**src/include/scsc_pkg.sv**
```systemverilog
package scsc_pkg;

   // register byte addresses on the serial port
   localparam int unsigned ADDR_W    = 7;
   localparam logic [6:0]  FILT_LO   = 7'h5c;
   localparam logic [6:0]  RANGE_LO  = 7'h5e;
   localparam logic [6:0]  MISC_LO   = 7'h60;
   localparam logic [6:0]  SCALE_LO  = 7'h62;
   localparam logic [6:0]  SCALE_HI  = 7'h63;

   // reset values
   localparam logic [2:0]  FILT_RESET  = 3'h0;
   localparam logic [7:0]  MISC_RESET  = 8'hc1;
   localparam logic [15:0] SCALE_RESET = 16'h07d0;

   // field positions
   localparam int unsigned FILT_B_W      = 3;
   localparam int unsigned FILT_MAX_B    = 7;
   localparam int unsigned MISC_LIN_G    = 7;
   localparam int unsigned MISC_POP      = 6;
   localparam int unsigned MISC_MODE_HI  = 4;
   localparam int unsigned MISC_MODE_LO  = 2;
   localparam int unsigned MISC_SYNC_POL = 1;
   localparam int unsigned MISC_DV_POL   = 0;
   localparam logic [1:0]  RANGE_LOW_BITS = 2'h3;

   // serial word layout
   localparam int unsigned SPI_WORD_W = 16;
   localparam int unsigned SPI_WR_BIT = 15;

   typedef enum logic [2:0] {
      MODE_INTERNAL  = 3'b000,
      MODE_DIRECT    = 3'b001,
      MODE_SCALED    = 3'b010,
      MODE_OUT_PULSE = 3'b011,
      MODE_PULSE     = 3'b101
   } scsc_mode_t;

   // timing
   localparam int unsigned CLK_FREQ_HZ    = 200_000_000;
   localparam int unsigned CLK_PERIOD_PS  = 5000;
   localparam int unsigned INT_RATE_HZ    = 2000;
   localparam int unsigned ACC_RATE_HZ    = 4000;
   localparam int unsigned INT_PERIOD_CYC = CLK_FREQ_HZ / INT_RATE_HZ;
   localparam int unsigned ACC_PERIOD_CYC = CLK_FREQ_HZ / ACC_RATE_HZ;
   localparam int unsigned SYNC_PULSE_NS  = 5000;
   localparam int unsigned SYNC_PULSE_CYC = SYNC_PULSE_NS * 1000
                                            / CLK_PERIOD_PS;
   localparam int unsigned DV_HOLD_NS     = 20000;
   localparam int unsigned DV_HOLD_CYC    = DV_HOLD_NS * 1000
                                            / CLK_PERIOD_PS;
   localparam int unsigned PULSE_CNT_W    = 16;

endpackage

```
**src/scsc_top.sv**
```systemverilog
`timescale 1ns/1ps
`default_nettype none
module scsc_top #(
   parameter int unsigned INT_PERIOD_CYC = scsc_pkg::INT_PERIOD_CYC,
   parameter int unsigned ACC_PERIOD_CYC = scsc_pkg::ACC_PERIOD_CYC,
   parameter int unsigned DATA_W         = 16
) (
   input  wire logic              CORE_CLK_I,       // core clock
   input  wire logic              RST_I,            // sync reset, high
   input  wire logic              SPI_CS_N_I,       // serial select
   input  wire logic              SPI_SCLK_I,       // serial clock
   input  wire logic              SPI_DIN_I,        // serial data in
   output logic                   SPI_DOUT_O,       // serial data out
   input  wire logic              SYNC_I,           // sample pin level
   output logic                   SYNC_O,           // sample pin drive
   output logic                   SYNC_OE_N_O,      // low while driving
   input  wire logic [1:0]        GYRO_RANGE_I,     // range strap
   input  wire logic [DATA_W-1:0] GYRO_RAW_I,       // raw gyro sample
   input  wire logic [DATA_W-1:0] ACCEL_RAW_I,      // raw accel sample
   output logic [DATA_W-1:0]      GYRO_FILT_O,      // filtered gyro
   output logic [DATA_W-1:0]      ACCEL_AVG_O,      // accel update
   output logic                   ACCEL_VALID_O,    // accel update pulse
   output logic                   DATA_VALID_PIN_O, // data valid pin
   output logic                   LIN_G_COMP_EN_O,  // gyro g comp on
   output logic                   POP_ALIGN_EN_O,   // accel align on
   output logic                   BW_LIMIT_EN_O,    // 370 Hz bandwidth
   output logic                   SAMPLE_TICK_O     // sample clock pulse
);
   import scsc_pkg::*;

   if (ACC_PERIOD_CYC < 2 ||
       INT_PERIOD_CYC != 2 * ACC_PERIOD_CYC) begin : g_bad_period
      $error("scsc_top: internal period must be twice accel period");
   end
   if (DATA_W < 2) begin : g_bad_width
      $error("scsc_top: DATA_W too small");
   end

   // ---------------- serial port and registers ----------------
   logic             wr_stb;
   logic             rd_stb;
   logic [6:0]       addr;
   logic [7:0]       wdata;
   logic [15:0]      rd_word;
   logic [15:0]      rd_word_reg;
   logic [2:0]       filt_b_reg;
   logic [7:0]       misc_reg;
   logic [15:0]      scale_reg;
   logic [1:0]       range_reg;

   scsc_spi_slave u_spi (
      .clk_i     (CORE_CLK_I),
      .rst_i     (RST_I),
      .cs_n_i    (SPI_CS_N_I),
      .sclk_i    (SPI_SCLK_I),
      .din_i     (SPI_DIN_I),
      .rd_data_i (rd_word_reg),
      .dout_o    (SPI_DOUT_O),
      .wr_stb_o  (wr_stb),
      .rd_stb_o  (rd_stb),
      .addr_o    (addr),
      .data_o    (wdata)
   );

   // the strap is static; caught while reset is held
   always_ff @(posedge CORE_CLK_I) begin
      if (RST_I) begin
         range_reg <= GYRO_RANGE_I;
      end
   end

   // bit 5 is stored as written; keeping it zero is up to software
   always_ff @(posedge CORE_CLK_I) begin
      if (RST_I) begin
         filt_b_reg <= FILT_RESET;
         misc_reg   <= MISC_RESET;
         scale_reg  <= SCALE_RESET;
      end else if (wr_stb) begin
         case (addr)
            FILT_LO:  filt_b_reg <= wdata[FILT_B_W-1:0];
            MISC_LO:  misc_reg <= wdata;
            SCALE_LO: scale_reg[7:0] <= wdata;
            SCALE_HI: scale_reg[15:8] <= wdata;
            default:  ;
         endcase
      end
   end

   always_comb begin
      case ({addr[6:1], 1'b0})
         FILT_LO:  rd_word = {13'h0000, filt_b_reg};
         RANGE_LO: rd_word = {12'h000, range_reg,
                              RANGE_LOW_BITS};
         MISC_LO:  rd_word = {8'h00, misc_reg};
         SCALE_LO: rd_word = scale_reg;
         default:  rd_word = 16'h0000;
      endcase
   end

   // the word read goes out in the following frame
   always_ff @(posedge CORE_CLK_I) begin
      if (RST_I) begin
         rd_word_reg <= 16'h0000;
      end else if (rd_stb) begin
         rd_word_reg <= rd_word;
      end
   end

   // ---------------- mode decode ----------------
   scsc_mode_t mode;
   logic       sync_pol;
   logic       dv_pol;

   assign mode     = scsc_mode_t'(misc_reg[MISC_MODE_HI:MISC_MODE_LO]);
   assign sync_pol = misc_reg[MISC_SYNC_POL];
   assign dv_pol   = misc_reg[MISC_DV_POL];

   always_ff @(posedge CORE_CLK_I) begin
      if (RST_I) begin
         LIN_G_COMP_EN_O <= 1'b0;
         POP_ALIGN_EN_O  <= 1'b0;
         BW_LIMIT_EN_O   <= 1'b0;
      end else begin
         LIN_G_COMP_EN_O <= misc_reg[MISC_LIN_G];
         POP_ALIGN_EN_O  <= misc_reg[MISC_POP];
         BW_LIMIT_EN_O   <= (mode == MODE_PULSE);
      end
   end

   // ---------------- sample pin input ----------------
   logic [2:0] sync_reg;
   logic       any_edge;
   logic       act_edge;

   always_ff @(posedge CORE_CLK_I) begin
      sync_reg <= {sync_reg[1:0], SYNC_I};
   end

   assign any_edge = sync_reg[1] ^ sync_reg[2];
   assign act_edge = any_edge & (sync_reg[1] == sync_pol);

   // ---------------- internal timebase ----------------
   logic [31:0] int_cnt_reg;
   logic        int_half_reg;
   logic        int_acc_tick;

   assign int_acc_tick = (int_cnt_reg == 32'(ACC_PERIOD_CYC - 1));

   always_ff @(posedge CORE_CLK_I) begin
      if (RST_I) begin
         int_cnt_reg  <= 32'h0;
         int_half_reg <= 1'b0;
      end else if (int_acc_tick) begin
         int_cnt_reg  <= 32'h0;
         int_half_reg <= ~int_half_reg;
      end else begin
         int_cnt_reg <= int_cnt_reg + 32'h1;
      end
   end

   // ---------------- scaled timebase ----------------
   // the multiplier is added every cycle; each time the sum passes
   // the measured input period one sample tick is made, so the
   // rate is input rate times multiplier without a divider. the
   // result tops out at one tick per core cycle.
   logic [31:0] per_cnt_reg;
   logic [31:0] period_reg;
   logic [31:0] acc_sum_reg;
   logic [31:0] acc_sum_next;
   logic        scaled_tick;

   assign acc_sum_next = acc_sum_reg + {16'h0000, scale_reg};
   assign scaled_tick  = (period_reg != 32'h0) &&
                         (acc_sum_next >= period_reg);

   always_ff @(posedge CORE_CLK_I) begin
      if (RST_I || mode != MODE_SCALED) begin
         per_cnt_reg <= 32'h0;
         period_reg  <= 32'h0;
         acc_sum_reg <= 32'h0;
      end else if (act_edge) begin
         per_cnt_reg <= 32'h0;
         period_reg  <= per_cnt_reg + 32'h1;
         acc_sum_reg <= 32'h0;
      end else begin
         if (per_cnt_reg != 32'hffffffff) begin
            per_cnt_reg <= per_cnt_reg + 32'h1;
         end
         acc_sum_reg <= scaled_tick ? acc_sum_next - period_reg
                                    : acc_sum_next;
      end
   end

   // ---------------- tick selection ----------------
   logic gyro_tick;
   logic acc_tick;
   logic acc_pair;

   always_comb begin
      case (mode)
         MODE_DIRECT: begin
            gyro_tick = act_edge;
            acc_tick  = any_edge;
            acc_pair  = 1'b1;
         end
         MODE_SCALED: begin
            gyro_tick = scaled_tick;
            acc_tick  = scaled_tick;
            acc_pair  = 1'b0;
         end
         MODE_PULSE: begin
            gyro_tick = act_edge;
            acc_tick  = act_edge;
            acc_pair  = 1'b0;
         end
         default: begin
            gyro_tick = int_acc_tick & int_half_reg;
            acc_tick  = int_acc_tick;
            acc_pair  = 1'b1;
         end
      endcase
   end

   // ---------------- accelerometer pairing ----------------
   logic [DATA_W-1:0] acc_first_reg;
   logic [DATA_W:0]   acc_sum;

   assign acc_sum = {acc_first_reg[DATA_W-1], acc_first_reg}
                  + {ACCEL_RAW_I[DATA_W-1], ACCEL_RAW_I};

   // the pair closes on the gyro tick so both edges of one input
   // period land in the same update
   always_ff @(posedge CORE_CLK_I) begin
      if (RST_I) begin
         acc_first_reg <= '0;
         ACCEL_AVG_O   <= '0;
         ACCEL_VALID_O <= 1'b0;
      end else begin
         ACCEL_VALID_O <= 1'b0;
         if (acc_tick && acc_pair && !gyro_tick) begin
            acc_first_reg <= ACCEL_RAW_I;
         end else if (acc_tick) begin
            ACCEL_VALID_O <= 1'b1;
            ACCEL_AVG_O   <= acc_pair ? acc_sum[DATA_W:1]
                                      : ACCEL_RAW_I;
         end
      end
   end

   // ---------------- gyro window filter ----------------
   logic              st1_valid;
   logic [DATA_W-1:0] st1_data;
   logic              st2_valid;

   // two equal boxcars in cascade form the triangular window
   scsc_avg_stage #(.W(DATA_W), .MAX_B(FILT_MAX_B)) u_stage1 (
      .clk_i       (CORE_CLK_I),
      .rst_i       (RST_I),
      .b_i         (filt_b_reg),
      .in_valid_i  (gyro_tick),
      .in_data_i   (GYRO_RAW_I),
      .out_valid_o (st1_valid),
      .out_data_o  (st1_data)
   );

   scsc_avg_stage #(.W(DATA_W), .MAX_B(FILT_MAX_B)) u_stage2 (
      .clk_i       (CORE_CLK_I),
      .rst_i       (RST_I),
      .b_i         (filt_b_reg),
      .in_valid_i  (st1_valid),
      .in_data_i   (st1_data),
      .out_valid_o (st2_valid),
      .out_data_o  (GYRO_FILT_O)
   );

   // ---------------- data valid pin ----------------
   logic [PULSE_CNT_W-1:0] dv_cnt_reg;

   always_ff @(posedge CORE_CLK_I) begin
      if (RST_I) begin
         dv_cnt_reg <= '0;
      end else if (st2_valid) begin
         dv_cnt_reg <= PULSE_CNT_W'(DV_HOLD_CYC);
      end else if (dv_cnt_reg != '0) begin
         dv_cnt_reg <= dv_cnt_reg - 1'b1;
      end
   end

   always_ff @(posedge CORE_CLK_I) begin
      if (RST_I) begin
         DATA_VALID_PIN_O <= 1'b0;
      end else begin
         DATA_VALID_PIN_O <= (dv_cnt_reg != '0) ~^ dv_pol;
      end
   end

   // ---------------- sample pin output ----------------
   logic [PULSE_CNT_W-1:0] sync_cnt_reg;

   always_ff @(posedge CORE_CLK_I) begin
      if (RST_I || mode != MODE_OUT_PULSE) begin
         sync_cnt_reg <= '0;
      end else if (gyro_tick) begin
         sync_cnt_reg <= PULSE_CNT_W'(SYNC_PULSE_CYC);
      end else if (sync_cnt_reg != '0) begin
         sync_cnt_reg <= sync_cnt_reg - 1'b1;
      end
   end

   always_ff @(posedge CORE_CLK_I) begin
      if (RST_I) begin
         SYNC_O        <= 1'b0;
         SYNC_OE_N_O   <= 1'b1;
         SAMPLE_TICK_O <= 1'b0;
      end else begin
         SYNC_O        <= (sync_cnt_reg != '0) ~^ sync_pol;
         SYNC_OE_N_O   <= (mode != MODE_OUT_PULSE);
         SAMPLE_TICK_O <= gyro_tick;
      end
   end
endmodule
`default_nettype wire

```
**src/scsc_spi_slave.sv**
```systemverilog
`timescale 1ns/1ps
`default_nettype none
module scsc_spi_slave (
   input  wire logic        clk_i,        // core clock
   input  wire logic        rst_i,        // sync reset, high
   input  wire logic        cs_n_i,       // chip select pin, async
   input  wire logic        sclk_i,       // serial clock pin, async
   input  wire logic        din_i,        // serial data in pin, async
   input  wire logic [15:0] rd_data_i,    // word sent in the next frame
   output logic             dout_o,       // serial data out
   output logic             wr_stb_o,     // one-cycle write strobe
   output logic             rd_stb_o,     // one-cycle read request
   output logic [6:0]       addr_o,       // captured address
   output logic [7:0]       data_o        // captured write byte
);
   import scsc_pkg::*;

   logic [2:0]  cs_reg;
   logic [2:0]  sclk_reg;
   logic [1:0]  din_reg;
   logic [15:0] rx_reg;
   logic [15:0] tx_reg;
   logic [4:0]  cnt_reg;
   logic        rise;
   logic        fall;
   logic        sel;

   // bit 0 of each stage is the first synchroniser flop
   always_ff @(posedge clk_i) begin
      cs_reg   <= {cs_reg[1:0], cs_n_i};
      sclk_reg <= {sclk_reg[1:0], sclk_i};
      din_reg  <= {din_reg[0], din_i};
   end

   assign sel  = ~cs_reg[1];
   assign rise = sel & sclk_reg[1] & ~sclk_reg[2];
   assign fall = sel & ~sclk_reg[1] & sclk_reg[2];

   always_ff @(posedge clk_i) begin
      if (rst_i) begin
         rx_reg   <= 16'h0000;
         cnt_reg  <= 5'h00;
         wr_stb_o <= 1'b0;
         rd_stb_o <= 1'b0;
         addr_o   <= 7'h00;
         data_o   <= 8'h00;
      end else begin
         wr_stb_o <= 1'b0;
         rd_stb_o <= 1'b0;
         if (!sel) begin
            cnt_reg <= 5'h00;
         end else if (rise) begin
            rx_reg  <= {rx_reg[14:0], din_reg[1]};
            cnt_reg <= cnt_reg + 5'h01;
            if (cnt_reg == 5'(SPI_WORD_W - 1)) begin
               // first bit marks a write, then address, then data
               wr_stb_o <= rx_reg[SPI_WR_BIT - 1];
               rd_stb_o <= ~rx_reg[SPI_WR_BIT - 1];
               addr_o   <= rx_reg[13:7];
               data_o   <= {rx_reg[6:0], din_reg[1]};
            end
         end
      end
   end

   // mode 3 framing: shift out on falling edges, load at select
   always_ff @(posedge clk_i) begin
      if (rst_i) begin
         tx_reg <= 16'h0000;
         dout_o <= 1'b0;
      end else if (cs_reg[2] & ~cs_reg[1]) begin
         tx_reg <= rd_data_i;
      end else if (fall) begin
         dout_o <= tx_reg[15];
         tx_reg <= {tx_reg[14:0], 1'b0};
      end
   end
endmodule
`default_nettype wire

```
**src/scsc_avg_stage.sv**
```systemverilog
`timescale 1ns/1ps
`default_nettype none
module scsc_avg_stage #(
   parameter int unsigned W     = 16,     // sample width
   parameter int unsigned MAX_B = 7       // largest tap exponent
) (
   input  wire logic         clk_i,       // core clock
   input  wire logic         rst_i,       // sync reset, high
   input  wire logic [2:0]   b_i,         // tap exponent
   input  wire logic         in_valid_i,  // new sample strobe
   input  wire logic [W-1:0] in_data_i,   // signed sample
   output logic              out_valid_o, // averaged sample strobe
   output logic [W-1:0]      out_data_o   // signed average
);
   localparam int unsigned DEPTH = 1 << MAX_B;
   localparam int unsigned SW    = W + MAX_B + 1;

   if (MAX_B < 1 || MAX_B > 7) begin : g_bad_b
      $error("scsc_avg_stage: MAX_B must be 1 to 7");
   end

   logic [W-1:0]         mem [DEPTH];
   logic [MAX_B-1:0]     ptr_reg;
   logic [MAX_B:0]       fill_reg;
   logic signed [SW-1:0] sum_reg;
   logic signed [SW-1:0] sum_next;
   logic [2:0]           b_reg;
   logic [MAX_B-1:0]     old_idx;
   logic [MAX_B:0]       taps;
   logic signed [W-1:0]  old_val;

   assign taps     = (MAX_B + 1)'(1) << b_i;
   assign old_idx  = ptr_reg - taps[MAX_B-1:0];
   assign old_val  = (fill_reg >= taps) ? mem[old_idx] : '0;
   assign sum_next = sum_reg + SW'(signed'(in_data_i)) - SW'(old_val);

   always_ff @(posedge clk_i) begin
      if (in_valid_i) begin
         mem[ptr_reg] <= in_data_i;
      end
   end

   // a new size restarts the window so no stale taps leak in
   always_ff @(posedge clk_i) begin
      b_reg <= b_i;
      if (rst_i || b_reg != b_i) begin
         ptr_reg     <= '0;
         fill_reg    <= '0;
         sum_reg     <= '0;
         out_valid_o <= 1'b0;
         out_data_o  <= '0;
      end else begin
         out_valid_o <= in_valid_i;
         if (in_valid_i) begin
            ptr_reg    <= ptr_reg + 1'b1;
            sum_reg    <= sum_next;
            out_data_o <= W'(sum_next >>> b_i);
            if (fill_reg < taps) begin
               fill_reg <= fill_reg + 1'b1;
            end
         end
      end
   end
endmodule
`default_nettype wire

```
**config.mk**
```make
export PLATFORM = sky130hd
export DESIGN_NAME = scsc_top
export DESIGN_NICKNAME = d
export VERILOG_FILES = /design/src/include/scsc_pkg.sv /design/src/scsc_top.sv /design/src/scsc_spi_slave.sv /design/src/scsc_avg_stage.sv
export SDC_FILE = /design/constraint.sdc
export NUM_CORES = 2
export LEC_CHECK = 0
export ABC_CLOCK_PERIOD_IN_PS = 11670
export BUFFER_PORTS_ARGS = -buffer_cell sky130_fd_sc_hd__clkbuf_2
export CORE_MARGIN = 1.5
export CORE_UTILIZATION = 40
export DETAILED_ROUTE_END_ITERATION = 10
export MAX_ROUTING_LAYER = met4
export PLACE_DENSITY_LB_ADDON = 0.25
export SLEW_MARGIN = 20
export SYNTH_ARGS = -nofsm -noshare
export SYNTH_HDL_FRONTEND = slang
export SYNTH_SLANG_ARGS = --single-unit
```
**constraint.sdc**
```tcl
create_clock -name CORE_CLK_I -period 11.67 [get_ports CORE_CLK_I]
set_input_delay 0.5835 -clock CORE_CLK_I [delete_from_list [all_inputs] [get_ports CORE_CLK_I]]
set_output_delay 0.5835 -clock CORE_CLK_I [all_outputs]
set_load 0.02 [all_outputs]
```
# After elaboration in Yosys (flattened, before gate mapping)
# Memories as Yosys holds them, arrays and structs flattened.
# Cells that the tools add are included.
# classes
addsub	18
magnitude_cmp	5
n_eq_ne	18
shifts	3
mux	19
bitwise_logic	19
n_reduce_logical	32
# ops
cell	count
16-bit two-way mux	5
32-bit by 1-bit adder with 32-bit output (second input constant)	2
16-bit one-hot mux with 4 select lines	1
24-bit by 16-bit adder with 24-bit output	2
24-bit by 3-bit >>> shifter with 16-bit output	2
24-bit by 16-bit subtractor with 24-bit output	2
32-bit by 16-bit adder with 32-bit output	1
32-bit by 16-bit == test with 1-bit output (second input constant)	1
32-bit >= comparator	1
32-bit two-way mux	1
32-bit inequality test (second input constant)	1
16-bit nonzero test	2
32-bit nonzero test	1
16-bit by 1-bit subtractor with 16-bit output (second input constant)	2
32-bit subtractor	1
7-bit == test (second input constant)	4
6-bit == test (second input constant)	4
12-bit two-way mux	2
10-bit two-way mux	2
2-bit AND reduction	9
16-bit by 16-bit adder with 17-bit output	1
8-bit by 1-bit adder with 8-bit output (second input constant)	2
8-bit >= comparator	2
8-bit less-than comparator	2
25 further kinds	61
# word_totals
ff_bits	426
ramBits	4096
input_bits	40
wordCells	164
mem_count	2
# memory_table
name	depth	word_bits	rd	rd_ports_with_merged_regs	write_ports	line_no	rtl
u_stage1.mem	128	16	1	0	1	scsc_avg_stage.sv:22	logic [W-1:0] mem [DEPTH];
u_stage2.mem	128	16	1	0	1	scsc_avg_stage.sv:22	

# Logic depth before layout (Yosys ltp)
# logic_depth
word_depth	8
mapped_depth	30
mapped_depth_nobuf	26

# By module
# From an unflattened synthesis, not the netlist that was laid out.
# unflattened
hier_cells	14275
hier_area_um2	186794.2
# modules_own_cells
module	instances	cells_per_inst	area_each_um2
scsc_avg_stage at u_stage2	1	6192	85528.3
scsc_avg_stage at u_stage1	1	6234	85398.2
scsc_top	1	1598	13643.1
scsc_spi_slave	1	251	2224.6

# Least setup slack after synthesis
# No wires, ideal clock.
# synth_path
path_type	reg2reg
startpoint	reg filt_b_reg[1]
endpoint	reg u_stage2.out_data_o[14]
arrival_ns	7.285
required_time_ns	11.583
path_slack_ns	4.298
stages_incl_launch_ff	29
path_cell_list	dfxtp_1 -> clkbuf_1 -> clkbuf_1 -> clkbuf_1 -> nor3_1 -> ha_1 -> fa_1 -> clkbuf_1 -> clkbuf_1 -> clkbuf_1 -> clkbuf_1 -> mux4_2 -> mux4_2 -> mux2i_1 -> nand2_1 -> o211ai_1 -> a21oi_1 -> fa_1 -> inv_1 -> ha_1 -> a211oi_1 -> o21ai_1 -> a41oi_1 -> o311ai_0 -> a21oi_1 -> xor2_1 -> mux4_2 -> and2_1 -> o31ai_1
# synth_via
elab_chain_cells	6
word_cells_on_any_way	9
# synth_rtl
element	line_no	rtl
start: declaration	scsc_top.sv:46	logic [2:0] filt_b_reg;
start signal: assignment	scsc_top.sv:80	FILT_LO: filt_b_reg <= wdata[FILT_B_W-1:0];
1-bit by 3-bit << shifter with 8-bit output	scsc_avg_stage.sv:32	assign taps = (MAX_B + 1)'(1) << b_i;
7-bit subtractor	scsc_avg_stage.sv:33	assign old_idx = ptr_reg - taps[MAX_B-1:0];
memory 128 x 16 bit	-	
16-bit two-way mux	scsc_avg_stage.sv:34	assign old_val = (fill_reg >= taps) ? mem[old_idx] : '0;
24-bit by 16-bit subtractor with 24-bit output	scsc_avg_stage.sv:35	assign sum_next = sum_reg + SW'(signed'(in_data_i)) - SW'(old_val);
24-bit by 3-bit >>> shifter with 16-bit output	scsc_avg_stage.sv:57	out_data_o <= W'(sum_next >>> b_i);
end signal: assignment	scsc_avg_stage.sv:57	
end: declaration	scsc_avg_stage.sv:13	output logic [W-1:0] out_data_o
# Several ways; a longest one is shown, not always the timed one.
# A chain may end at the register's enable or synchronous reset.

# Final worst setup path
# layout_path
startpoint	reg u_stage1.ptr_reg[1]
endpoint	reg u_stage1.out_data_o[13]
# layout_via
elab_chain_cells	5
# layout_rtl
element	line_no	rtl
start: declaration	scsc_avg_stage.sv:23	logic [MAX_B-1:0] ptr_reg;
start signal: assignment	scsc_avg_stage.sv:55	ptr_reg <= ptr_reg + 1'b1;
7-bit subtractor	scsc_avg_stage.sv:33	
memory 128 x 16 bit	-	
16-bit two-way mux	scsc_avg_stage.sv:34	
24-bit by 16-bit subtractor with 24-bit output	scsc_avg_stage.sv:35	
24-bit by 3-bit >>> shifter with 16-bit output	scsc_avg_stage.sv:57	
end signal: assignment	scsc_avg_stage.sv:57	
end: declaration	scsc_avg_stage.sv:13	
# Every way passes these cells.

==> metrics.txt <==
via count of the first global-routing pass=94700; pre-CTS setup slack=2.82 ns; setup ws final=2.58 ns; largest stage delay on the critical path=1.53 ns; period utilization=0.779; Antenna Nets Post-Route=0; skew final=0.0658 ns; Pins Over Slew Limit=0; Die W=678 um; Post-Synthesis Cells=9402; Clock Path Buffers=4; commonest non-fill, non-tap cells in the layout=edfxtp_1 (4098), mux4_2 (1299), nor2_1 (567), clkbuf_16 (455), dfxtp_1 (403); final setup fails=0; Hold Vio Cnt, Final=0; Avg Inst Size Synth=19.4 um^2; TritonRoute pass-1 iters=9; EDFF count, synth=4098; Reg clk slew, reported paths=0.07 ns; Mapped Area=0.182 mm^2; CP dominant cell by count=a21oi_1; Leak=61.9 nW; final setup TNS=0 ns; Yosys cell types=94; Post-CTS Setup Bufs=0; Hold Path Class=in2reg; hold_ws=0.0877 ns; grt met1 use=0.278; Area growth syn-to-layout=13.4%; row count=247; CTS Buf Count=449; Post-route DRC=0; share of cells above drive strength 1=0.255; Crit-path slowest cell=fa_4; worst path cell trace=inv_1 -> fa_4 -> buf_12 -> mux4_2 -> mux4_2 -> mux2i_1 -> nand2_1 -> o211ai_1 -> a21oi_1 -> fa_1 -> inv_1 -> ha_1 -> a211oi_1 -> o21ai_0 -> nand4_1 -> nand3b_1 -> a21oi_1 -> a211oi_1 -> mux2_2 -> a21oi_1 -> a221oi_1; all-layer global routing usage=0.204; clk sink count=4520; final WL=464 mm; Die Area=0.460 mm^2; DR WL/cell=28.6 um; Synth Register Bits=4520; post-synthesis sequential area ratio=0.721; fin area=0.207 mm^2; cell count after placement=15400; Vias=93200; WP data required=12.54 ns; clk root buf=clkbuf_16; fmax=0.110 GHz; Placement Cell Area=0.192 mm^2; syn nets=9640; WS Path Type=reg2reg; final net count=10100; unrepaired setup endpoints after global routing=no; warnings from Yosys=0; grt met2 use=0.326; largest net degree at the start of global routing=119; minimum clock period=9.09 ns; PD cells=156 mW/mm^2; initial antenna violation count=14; Worst-Margin Slew=1.11 ns; Startpoint Class=flip-flop; IO Count=81; grt total ovfl=0; PortBufs=80; most common cell after layout, fill and taps aside=edfxtp_1; CTS tree=yes; final RePlAce weighted congestion=0.857; top flop regs=u_stage1.mem (2048), u_stage2.mem (2048); Crit. End Element=flip-flop; Crit Path Max Fanout=118; Max transition margin=0.259; Finished Layout Cells=16200; ys flop type=edfxtp_1; Initial DRC Count=10200; max cap viols=0; via/cell ratio=5.74; Arrival @ worst endpoint=9.96 ns; first-pass GRT wire length=671 mm; Post-DP HPWL=268 mm; status=finished clean; CORE AREA=0.453 mm^2; Initial Utilization=0.402; asr flop ratio synth=0; met3 usage=0.0278; Max H-tree Level=5; die height=678 um; GRT Max-Usage Layer=met2; Peak VDD IR=134 uV; Clock Latency Late Sink=1.00 ns
routing by layer:
layer	vias to the layer above	wire, um
met5	-	0
met4	0	13100
met3	692	31600
met2	3466	226000
met1	49800	194000
li1	39200	-
cells in the mapped netlist, drive strengths merged, types with 18 or more instances:
| master | count | share of area |
|---|---|---|
| xnor2 | 107 | 0.0052 |
| inv | 271 | 0.0056 |
| a211o | 18 | 0.00086 |
| clkbuf | 319 | 0.0066 |
| ha | 149 | 0.010 |
| a21oi | 265 | 0.0073 |
| nand2 | 348 | 0.0072 |
| mux2 | 72 | 0.0044 |
| nand4 | 48 | 0.0020 |
| o21a | 32 | 0.0013 |
| a31oi | 22 | 0.00075 |
| o211ai | 92 | 0.0039 |
| a21o | 35 | 0.0014 |
| a222oi | 18 | 0.00099 |
| and3 | 29 | 0.00099 |
| xor2 | 104 | 0.0050 |
| nor2b | 52 | 0.0018 |
| a211oi | 59 | 0.0025 |
| nand3 | 105 | 0.0030 |
| edfxtp | 4098 | 0.67 |
| nor3 | 71 | 0.0021 |
| nor4 | 44 | 0.0015 |
| o22ai | 37 | 0.0013 |
| dfxtp | 422 | 0.046 |
| buf | 163 | 0.0040 |
| mux2i | 144 | 0.0079 |
| o21ai | 95 | 0.0026 |
| mux4 | 1299 | 0.16 |
| nor2 | 583 | 0.012 |
| fa | 49 | 0.0054 |
| or3 | 29 | 0.00099 |
| nand2b | 33 | 0.0011 |
per-stage QoR:
| step | util | power [W] |
|---|---|---|
| global placement | 0.424 | 0.0183 |
| detailed placement | 0.424 | 0.0183 |
| floorplan | - | 0.0181 |
| global route | 0.456 | 0.0333 |
| finish | 0.456 | 0.0323 |
| CTS | 0.456 | 0.0326 |
worst max-delay path: cells and delay by family, from the launching register on:
| family | cells | cell delay [ns] |
|---|---|---|
| compound gates | 8 | 2.25 |
| fa+ha+maj | 3 | 2.40 |
| buf+inv | 3 | 1.09 |
| flops | 1 | 0.77 |
| mux | 4 | 1.62 |
| simple gates | 3 | 0.67 |
power breakdown:
| part | total (W) | switching (W) | leakage (nW) | internal [W] |
|---|---|---|---|---|
| Clock | 0.0143 | 0.00616 | 7.09 | 0.00817 |
| Combinational | 0.000465 | 0.000333 | 16.6 | 0.000132 |
| Sequential | 0.0175 | 0.0000208 | 38.2 | 0.0175 |
| Total | 0.0323 | 0.00651 | 61.9 | 0.0258 |
cell type report:
class | count | area [um^2]
Antenna cell | 6 | 15.0
Clock buffer | 541 | 11800
Clock inverter | 289 | 2780
Fill cell | 37800 | 246000
Inverter | 272 | 1020
Multi-Input combinational cell | 4128 | 48300
Sequential cell | 4520 | 132000
Tap cell | 5976 | 7480
Timing Repair Buffer | 501 | 4010
path summary, 6_finish.rpt:
path,startpoint,end,slack [ns],depth (start not counted)
worst min-delay path,GYRO_RAW_I[7],u_stage1.mem[48][7],0.09,1
worst max-delay path,u_stage1.ptr_reg[1],u_stage1.out_data_o[13],2.58,21
worst max register to register,u_stage1.ptr_reg[1],u_stage1.out_data_o[13],2.58,21
worst min register to register,u_spi.din_reg[0],u_spi.din_reg[1],0.33,0
what timing repair did:
| action | 4_1_cts | 5_1_grt |
|---|---|---|
| hold buffers | 25 | 0 |
| gates resized for setup | 0 | 0 |
| hold endpoints to repair | 74 | 0 |
kinds of logic (layout without fill, tap and decap cells):
| family | count (synthesis) | in the layout | synth area share |
|---|---|---|---|
| xor+xnor | 211 | 211 | 0.0102 |
| simple gates | 1408 | 1408 | 0.0354 |
| flops | 4520 | 4520 | 0.721 |
| buf+inv | 754 | 1603 | 0.0161 |
| other cells | 0 | 6 | 0 |
| fa+ha+maj | 198 | 198 | 0.0156 |
| mux | 1515 | 1515 | 0.173 |
| compound gates | 796 | 796 | 0.0288 |
Note: power is estimated with default switching activity, not from simulation.
